## config.mk

```make
export PLATFORM = sky130hd
export DESIGN_NAME = dpi_port_irq
export DESIGN_NICKNAME = d
export VERILOG_FILES = /design/src/dpi_pkg.sv /design/src/dpi_pin_sync.sv /design/src/dpi_port_irq.sv
export SDC_FILE = /design/constraint.sdc
export NUM_CORES = 1
export LEC_CHECK = 0
export BUFFER_PORTS_ARGS = -buffer_cell sky130_fd_sc_hd__buf_2
export CAP_MARGIN = 20
export CORE_ASPECT_RATIO = 0.7
export CORE_MARGIN = 4
export CORE_UTILIZATION = 59
export DETAILED_ROUTE_END_ITERATION = 10
export MAX_ROUTING_LAYER = met4
export PLACE_DENSITY = 0.91
export SLEW_MARGIN = 25
export SYNTH_ARGS = -nofsm -noshare
export SYNTH_HDL_FRONTEND = slang
export SYNTH_HIERARCHICAL = 1
export SYNTH_SLANG_ARGS = --single-unit
```

## constraint.sdc

```tcl
create_clock -name clk -period 3.9 [get_ports clk]
set_input_delay 0.78 -clock clk [delete_from_list [all_inputs] [get_ports clk]]
set_output_delay 0.78 -clock clk [all_outputs]
set_load 0.05 [all_outputs]
```

## src/dpi_pkg.sv

```systemverilog
`default_nettype none
package dpi_pkg;
	localparam int          CLK_HZ        = 100_000_000;
	localparam int          TICK_FAST_HZ  = 2_000_000;
	localparam int          TICK_SLOW_HZ  = 32768;
	// Slow tick rounds down: 3051 cycles, a little above 32768 Hz
	localparam int          TICK_FAST_CYC = CLK_HZ / TICK_FAST_HZ;
	localparam int          TICK_SLOW_CYC = CLK_HZ / TICK_SLOW_HZ;
	localparam int          DIV_W         = 12;

	localparam int          PORT_CNT      = 6;
	localparam int          PORT_W        = 8;
	localparam int          PORT_C_CONN1  = 2;
	localparam int          PORT_C_CONN2  = 5;
	localparam int          PC_BIT0       = 0;
	localparam int          PC_BIT3       = 3;
	localparam int          PC_BIT7       = 7;

	localparam logic [1:0]  SEL_PC3       = 2'h2;
	localparam logic [1:0]  SEL_PC3_NOT7  = 2'h0;

	localparam int          CHAN_CNT      = 4;
	localparam int          CHAN_A        = 0;
	localparam int          CHAN_B        = 1;
	localparam int          CHAN_C        = 2;
	localparam int          CHAN_D        = 3;

	localparam logic [5:0]  DIR_RESET     = 6'h00;
	localparam logic [47:0] LATCH_RESET   = 48'h0;
	localparam int          SYNC_STAGES   = 3;
endpackage : dpi_pkg
`default_nettype wire

```

## src/dpi_pin_sync.sv

```systemverilog
`default_nettype none
module dpi_pin_sync #(
	parameter int WIDTH = 8
) (
	input  wire logic             clk,
	input  wire logic             reset_n,
	input  wire logic [WIDTH-1:0] pinIn,
	output logic      [WIDTH-1:0] pinOut
);
	logic [WIDTH-1:0] meta_q;
	logic [WIDTH-1:0] stage2_q;
	logic [WIDTH-1:0] stage3_q;
	logic [WIDTH-1:0] out_q;
	logic [WIDTH-1:0] out_d;

	// A bit is accepted only once stages two and three agree
	always_comb begin
		for (int i = 0; i < WIDTH; i++) begin
			out_d[i] = (stage2_q[i] == stage3_q[i]) ? stage3_q[i] : out_q[i];
		end
	end

	always_ff @(posedge clk) begin
		if (!reset_n) begin
			meta_q   <= '0;
			stage2_q <= '0;
			stage3_q <= '0;
			out_q    <= '0;
		end else begin
			meta_q   <= pinIn;
			stage2_q <= meta_q;
			stage3_q <= stage2_q;
			out_q    <= out_d;
		end
	end

	assign pinOut = out_q;
endmodule : dpi_pin_sync
`default_nettype wire

```

## src/dpi_port_irq.sv

```systemverilog
`default_nettype none
module dpi_port_irq
	import dpi_pkg::*;
#(
	parameter int CNT0_W = 16,
	parameter int TMR_W  = 32
) (
	input  wire logic                        clk,
	input  wire logic                        reset_n,
	input  wire logic                        ioEnable,
	input  wire logic [PORT_CNT-1:0]         dirWrite,
	input  wire logic [PORT_CNT-1:0]         dirWriteData,
	input  wire logic [PORT_CNT-1:0]         portWrite,
	input  wire logic [PORT_W-1:0]           portWriteData,
	input  wire logic [PORT_CNT*PORT_W-1:0]  portPinIn,
	output logic      [PORT_CNT*PORT_W-1:0]  portPinOut,
	output logic      [PORT_CNT*PORT_W-1:0]  portPinOe_n,
	output logic      [PORT_CNT*PORT_W-1:0]  portReadData,
	output logic      [PORT_CNT-1:0]         portDirOut,
	input  wire logic                        counter1ClockSelect,
	input  wire logic                        counter0InputInvert,
	input  wire logic                        srcASelectLo,
	input  wire logic                        srcASelectHi,
	input  wire logic                        srcBSelectLo,
	input  wire logic                        srcBSelectHi,
	input  wire logic [CHAN_CNT-1:0]         srcGate,
	input  wire logic [CHAN_CNT-1:0]         srcPolarity,
	input  wire logic [CNT0_W-1:0]           counter0Reload,
	input  wire logic [TMR_W-1:0]            timerReload,
	output logic      [CHAN_CNT-1:0]         chanStatus,
	output logic                             irq_n
);
	localparam int PW = PORT_CNT * PORT_W;

	logic [PW-1:0]       pinSync;
	logic [PORT_CNT-1:0] dir_q, dir_d;
	logic [PW-1:0]       latch_q, latch_d;
	logic [PW-1:0]       dirExp;
	logic [PW-1:0]       pinOut_q, pinOut_d;
	logic [PW-1:0]       pinOeN_q, pinOeN_d;
	logic [PW-1:0]       read_q, read_d;

	dpi_pin_sync #(
		.WIDTH (PW)
	) uPinSync (
		.clk     (clk),
		.reset_n (reset_n),
		.pinIn   (portPinIn),
		.pinOut  (pinSync)
	);

	// Port direction, latch, drivers and read-back
	always_comb begin
		dir_d   = dir_q;
		latch_d = latch_q;
		for (int p = 0; p < PORT_CNT; p++) begin
			dirExp[p*PORT_W +: PORT_W] = {PORT_W{dir_q[p]}};
			if (ioEnable) begin
				if (dirWrite[p]) begin
					dir_d[p] = dirWriteData[p];
				end
				if (portWrite[p]) begin
					latch_d[p*PORT_W +: PORT_W] = portWriteData;
				end
			end
		end
		// Drivers follow the latch one cycle later, whatever the port direction
		pinOut_d = latch_q;
		pinOeN_d = ioEnable ? ~dirExp : '1;
		if (!ioEnable) begin
			read_d = '0;
		end else begin
			read_d = (dirExp & latch_q) | (~dirExp & pinSync);
		end
	end

	always_ff @(posedge clk) begin
		if (!reset_n) begin
			dir_q    <= DIR_RESET;
			latch_q  <= LATCH_RESET;
			pinOut_q <= LATCH_RESET;
			pinOeN_q <= '1;
			read_q   <= '0;
		end else begin
			dir_q    <= dir_d;
			latch_q  <= latch_d;
			pinOut_q <= pinOut_d;
			pinOeN_q <= pinOeN_d;
			read_q   <= read_d;
		end
	end

	// Counter 1 clock: a tick strobe divided from the bus clock
	logic [DIV_W-1:0] div_q, div_d;
	logic             tick_q, tick_d;
	logic [DIV_W-1:0] divLast;

	always_comb begin
		divLast = counter1ClockSelect ? DIV_W'(TICK_SLOW_CYC - 1)
		                              : DIV_W'(TICK_FAST_CYC - 1);
		if (div_q >= divLast) begin
			div_d  = '0;
			tick_d = 1'b1;
		end else begin
			div_d  = div_q + 1'b1;
			tick_d = 1'b0;
		end
	end

	always_ff @(posedge clk) begin
		if (!reset_n) begin
			div_q  <= '0;
			tick_q <= 1'b0;
		end else begin
			div_q  <= div_d;
			tick_q <= tick_d;
		end
	end

	// Counters run in square-wave mode: the output toggles at each
	// terminal count, which suits the polarity-toggling service scheme.
	logic              cnt0In, cnt0InPrev_q;
	logic [CNT0_W-1:0] cnt0_q, cnt0_d;
	logic              cnt0Out_q, cnt0Out_d;
	logic [TMR_W-1:0]  tmr_q, tmr_d;
	logic              tmrOut_q, tmrOut_d;

	always_comb begin
		cnt0In = pinSync[PORT_C_CONN1*PORT_W + PC_BIT0]
		         ^ counter0InputInvert;
		cnt0_d    = cnt0_q;
		cnt0Out_d = cnt0Out_q;
		tmr_d     = tmr_q;
		tmrOut_d  = tmrOut_q;
		if (cnt0In && !cnt0InPrev_q) begin
			if (cnt0_q == '0) begin
				cnt0_d    = counter0Reload;
				cnt0Out_d = ~cnt0Out_q;
			end else begin
				cnt0_d = cnt0_q - 1'b1;
			end
		end
		if (tick_q) begin
			if (tmr_q == '0) begin
				tmr_d    = timerReload;
				tmrOut_d = ~tmrOut_q;
			end else begin
				tmr_d = tmr_q - 1'b1;
			end
		end
	end

	always_ff @(posedge clk) begin
		if (!reset_n) begin
			// Track the level in reset so release makes no false edge
			cnt0InPrev_q <= cnt0In;
			cnt0_q       <= '0;
			cnt0Out_q    <= 1'b0;
			tmr_q        <= '0;
			tmrOut_q     <= 1'b0;
		end else begin
			cnt0InPrev_q <= cnt0In;
			cnt0_q       <= cnt0_d;
			cnt0Out_q    <= cnt0Out_d;
			tmr_q        <= tmr_d;
			tmrOut_q     <= tmrOut_d;
		end
	end

	// Interrupt channels
	logic                port2C3, port2C7, port5C3, port5C7;
	logic [CHAN_CNT-1:0] chanSrc, chanLevel, chanGated;
	logic [CHAN_CNT-1:0] status_q;
	logic                irqN_q;

	always_comb begin
		port2C3 = pinSync[PORT_C_CONN1*PORT_W + PC_BIT3];
		port2C7 = pinSync[PORT_C_CONN1*PORT_W + PC_BIT7];
		port5C3 = pinSync[PORT_C_CONN2*PORT_W + PC_BIT3];
		port5C7 = pinSync[PORT_C_CONN2*PORT_W + PC_BIT7];
		// Codes 01 and 11 both leave the source at zero
		unique case ({srcASelectHi, srcASelectLo})
			SEL_PC3:      chanSrc[CHAN_A] = port2C3;
			SEL_PC3_NOT7: chanSrc[CHAN_A] = port2C3 & ~port2C7;
			default:      chanSrc[CHAN_A] = 1'b0;
		endcase
		unique case ({srcBSelectHi, srcBSelectLo})
			SEL_PC3:      chanSrc[CHAN_B] = port5C3;
			SEL_PC3_NOT7: chanSrc[CHAN_B] = port5C3 & ~port5C7;
			default:      chanSrc[CHAN_B] = 1'b0;
		endcase
		chanSrc[CHAN_C] = cnt0Out_q;
		chanSrc[CHAN_D] = tmrOut_q;
		chanLevel = ~(chanSrc ^ srcPolarity);
		chanGated = chanLevel & srcGate;
	end

	always_ff @(posedge clk) begin
		if (!reset_n) begin
			status_q <= '0;
			irqN_q   <= 1'b1;
		end else begin
			status_q <= chanLevel;
			// One shared line: overlapping channels form one low span
			irqN_q   <= ~(|chanGated);
		end
	end

	assign portPinOut   = pinOut_q;
	assign portPinOe_n  = pinOeN_q;
	assign portReadData = read_q;
	assign portDirOut   = dir_q;
	assign chanStatus   = status_q;
	assign irq_n        = irqN_q;

	a_disable_drivers: assert property (@(posedge clk)
		disable iff (!reset_n)
		!ioEnable |=> (portPinOe_n == '1) && (portReadData == '0))
		else $error("drivers or reads active while disabled");

	a_enable_drive: assert property (@(posedge clk)
		disable iff (!reset_n)
		ioEnable |=> portPinOe_n == ~$past(dirExp))
		else $error("driver enables do not follow direction");

	a_read_input: assert property (@(posedge clk)
		disable iff (!reset_n)
		ioEnable && !dir_q[PORT_C_CONN1] |=>
		portReadData[PORT_C_CONN1*PORT_W +: PORT_W]
		== $past(pinSync[PORT_C_CONN1*PORT_W +: PORT_W]))
		else $error("input port read does not show lines");

	a_read_latch: assert property (@(posedge clk)
		disable iff (!reset_n)
		ioEnable && dir_q[0] |=>
		portReadData[PORT_W-1:0] == $past(latch_q[PORT_W-1:0]))
		else $error("output port read does not show latch");

	a_latch_hidden: assert property (@(posedge clk)
		disable iff (!reset_n)
		ioEnable && portWrite[0] && !dir_q[0] && !dirWrite[0] |=>
		latch_q[PORT_W-1:0] == $past(portWriteData) ##1
		portPinOe_n[PORT_W-1:0] == '1)
		else $error("input port write drove lines or missed latch");

	a_latch_drive: assert property (@(posedge clk)
		disable iff (!reset_n)
		ioEnable && dir_q[1] |=>
		portPinOut[PORT_W +: PORT_W] == $past(latch_q[PORT_W +: PORT_W]))
		else $error("output port does not drive its latch");

	a_irq_merge: assert property (@(posedge clk)
		disable iff (!reset_n)
		(|chanGated) |=> !irq_n ##1 (irq_n == !$past(|chanGated)))
		else $error("combined interrupt does not follow channels");

	a_irq_idle: assert property (@(posedge clk)
		disable iff (!reset_n)
		!(|chanGated) |=> irq_n)
		else $error("interrupt low with no gated channel");

	a_gate_blocks: assert property (@(posedge clk)
		disable iff (!reset_n)
		(srcGate == '0) |=> irq_n)
		else $error("interrupt raised with all gates closed");

	a_sel_disabled: assert property (@(posedge clk)
		disable iff (!reset_n)
		srcASelectHi && srcASelectLo && !srcPolarity[CHAN_A] |=>
		chanStatus[CHAN_A])
		else $error("select code 11 did not disable source");

	a_sel_pc3: assert property (@(posedge clk)
		disable iff (!reset_n)
		srcASelectHi && !srcASelectLo && srcPolarity[CHAN_A] |=>
		chanStatus[CHAN_A] == $past(port2C3))
		else $error("channel A does not follow bit 3");

	a_sel_a_and: assert property (@(posedge clk)
		disable iff (!reset_n)
		!srcASelectHi && !srcASelectLo && srcPolarity[CHAN_A] |=>
		chanStatus[CHAN_A] == ($past(port2C3) & ~$past(port2C7)))
		else $error("channel A does not follow bit 3 and not bit 7");

	a_sel_b_pc3: assert property (@(posedge clk)
		disable iff (!reset_n)
		srcBSelectHi && !srcBSelectLo && srcPolarity[CHAN_B] |=>
		chanStatus[CHAN_B] == $past(port5C3))
		else $error("channel B does not follow bit 3");

	a_cnt0_toggle: assert property (@(posedge clk)
		disable iff (!reset_n)
		cnt0In && !cnt0InPrev_q && (cnt0_q == '0) |=>
		cnt0Out_q != $past(cnt0Out_q))
		else $error("event counter output did not toggle at zero");

	a_tick_fast: assert property (@(posedge clk)
		disable iff (!reset_n)
		tick_q && !counter1ClockSelect |=> !tick_q [*8])
		else $error("fast tick spacing too short");

	a_reset_inputs: assert property (@(posedge clk)
		!reset_n |=> (portPinOe_n == '1) && (portDirOut == '0))
		else $error("ports not released to input after reset");
endmodule : dpi_port_irq
`default_nettype wire

```

==> results.md <==
* NumNets Final at a little under 2000
* Relative slew slack at 0.337
* Crit-path leading delay family: simple AND/OR/NAND/NOR gates
* Htree depth at 2
* Syn Inst Count at 1557
* Post-route ant nets at 0
* Placeable Area at 0.0256 mm2
* I/O pins at 294
* Yosys reg bits at around 420
* FF-to-FF path depth at 5
* Most common cell after layout, fill and taps aside: dfxtp_1
* Top FF cell, synth: dfxtp_1
* Synth async-reset ratio at 0
* Post-synth EDFFs at 0
* Post-CTS Hold Buffers at 0
* CP bufs+invs at 0
* Initial Util at 0.599
* Power Density at between 500 and 600 mW/mm2
* Root Buffer: clkbuf_16
* CTS Sinks at 417
* Die area at 0.0287 mm2
* Setup crit start: tmr_q[16]
* DR iter-0 viols at 880
* R2R Setup Slk at 1000 ps
* P_leak at 7.29 nW
* Reg2Reg Launch Point: tmr_q[16]
* Minimum clock period at 2900 ps
* RR Endpoint: tmr_q[10]
* Vias in the first global route at 11500
* Worst setup EP type: flop
* Fin crit share at 0.743
* Number of iterations in the first detailed-routing pass at 5
* Final wirelength at 38600 um
* Buffers on Ports at 293
* Final HPWL DP at 25600 um
* Layout cells sized above 1 at 0.231
* Synthesized Nets at ~1700
* Yosys warns at 6
* Post-synth cell types at 64
* Placer Congestion at about 0.86
* Critical Path Source Type: flop
* WS Path Type: flop to flop
* Worst-Margin Slew at 995 ps
* Worst EP required at 4320 ps
* Clk slew on worst S/H paths at 60 ps
* CP max stage delay at 850 ps
* First-pass GRT wire length at 60200 um
* CP max stage cell: or3_1
* Worst-skew pair later-pin latency at ~540 ps
* Worst min-delay path category: flop to flop
* Final Max Slew Viols at 0
* Max Clk Rate at 345 MHz
* Tot GR Track Use at 0.266
* Die height at 143 um
* Worst path arrival time at 3320 ps
* CP Depth at 5
* Largest net degree at the start of global routing at between 100 and 150
* Vias/cell at 5.61
* Antenna violations before repair at 3
* Count of final hold-check violations at 0
* Die Width at 201 um
* Area grow syn2layout at 16.4%
* GR Overflow Total at 0
* Cells along the critical path: nor4_1, nand2_1, or3_1, mux2_1, a32o_1
* Num CTS Buffers at 38
* CTS tree: built
* Clk_skew at 10.4 ps
* Routed len/inst at 18.1 um
* Final setup viols at 0
* Avg Cell Area, Syn at 9.86 um2
* Rows at 49
* IR drop worst, VDD at 329 uV
* Total power at about 9.4 mW
* Cell area after synthesis at 0.0153 mm2
* Status: finished, final reports clean
* DRC at 0
* Crit Path Max Fanout at 22
* Worst Setup EP: tmr_q[10]
* Vias at 12000
* Sequential share of the synthesized area at 0.544
* Setup Fix Bufs, Post-CTS at 0
* Max-Cap Viols at 0
* Clock Path Buffers at 3
* CTS resizes at 0
* RSZ-0062 raised after global routing: no
* Setup_tns at 0 ps
* Commonest cells after routing, fill and taps aside: dfxtp_1, buf_2, and2_1
-- cells in the mapped netlist, types with 8 or more instances --
| library cell | count | area [um2] |
|---|---|---|
| dfxtp_1 | 417 | 8350 |
| and2_1 | 200 | 1250 |
| nand2_1 | 151 | 567 |
| nor2_1 | 85 | 319 |
| o21ai_0 | 74 | 370 |
| a21oi_1 | 67 | 335 |
| nand3_1 | 67 | 335 |
| mux2i_1 | 58 | 581 |
| clkbuf_1 | 51 | 191 |
| buf_4 | 46 | 345 |
| a21boi_2 | 37 | 417 |
| nor3_1 | 24 | 120 |
| a32o_1 | 16 | 160 |
| a211oi_1 | 15 | 113 |
| ha_1 | 14 | 175 |
| clkbuf_2 | 13 | 65.1 |
| nor4_1 | 13 | 81.3 |
| a31oi_1 | 12 | 75.1 |
| buf_1 | 12 | 45.0 |
| inv_1 | 12 | 45.0 |
| mux2_1 | 11 | 124 |
| xnor2_1 | 11 | 96.3 |
| or3_1 | 10 | 62.6 |
| a21boi_1 | 9 | 67.6 |
| nor2b_1 | 9 | 56.3 |
| nand4_1 | 8 | 50.1 |
| or4_1 | 8 | 60.1 |
-- power by group --
group | switching [mW] | internal, mW
clock network | 1.60 | 2.20
registers | 0.136 | 4.42
logic | 0.660 | 0.384
total | 2.40 | 7.01
-- state kept, by name, indices dropped and copies added, names as in the netlist, 4 cells and up --
name	flops
portReadData	48
latch_q	48
chanStatus	4
div_q	12
portPinOe_n	6
portPinOut	48
cnt0_q	16
tmr_q	32
uPinSync/meta_q	48
uPinSync/pinOut	48
uPinSync/stage3_q	48
uPinSync/stage2_q	48
portDirOut	6
-- stage by stage --
stage                     utilization  instance area, um2  worst slack [ps]  std cells  hold WS (ps)
after floorplan                     -               15300              1520       1557           406
after global placement          0.648               16600              1060       2060           414
after detailed placement        0.648               16600              1070       2060           419
after CTS                       0.697               17900              1060       2126           430
after global routing            0.697               17900               840       2129           438
final                           0.697               17900              1000       2129           431
-- kinds of logic after synthesis --
group | count (synthesis) | synth area share
compound gates | 280 | 0.127
xor+xnor | 17 | 0.00970
fa+ha+maj | 14 | 0.0114
buf+inv | 145 | 0.0510
flops | 417 | 0.544
mux | 72 | 0.0481
simple gates | 612 | 0.209
-- cell type report --
cell class	instances	area, um2
flip-flops and latches	417	8350
fillers	1911	7760
multi-input cells	995	6220
repair buffers	305	1580
clock buffers	51	1030
well taps	331	414
clock inverters	15	228
inverters	13	48.8
diodes	2	5.00
-- metal layers --
metal | vias up | global-route usage | part of all wire
met5 | - | - | 0
met1 | 5702 | 0.338 | 0.43
met3 | 90 | 0.0506 | 0.067
met4 | 0 | 0.0927 | 0.031
li1 | 5711 | - | -
met2 | 450 | 0.432 | 0.47
-- worst min path at each step --
stage	from	end	depth (start not counted)
2_1_floorplan	uPinSync/meta_q[45]	uPinSync/stage2_q[45]	1
3_3_place_gp	uPinSync/meta_q[47]	uPinSync/stage2_q[47]	1
3_5_place_dp	uPinSync/meta_q[14]	uPinSync/stage2_q[14]	1
4_1_cts	portPinIn[3]	uPinSync/meta_q[3]	2
5_1_grt	portPinIn[3]	uPinSync/meta_q[3]	2
6_report	uPinSync/meta_q[16]	uPinSync/stage2_q[16]	1
(Power assumes the default switching activity.)
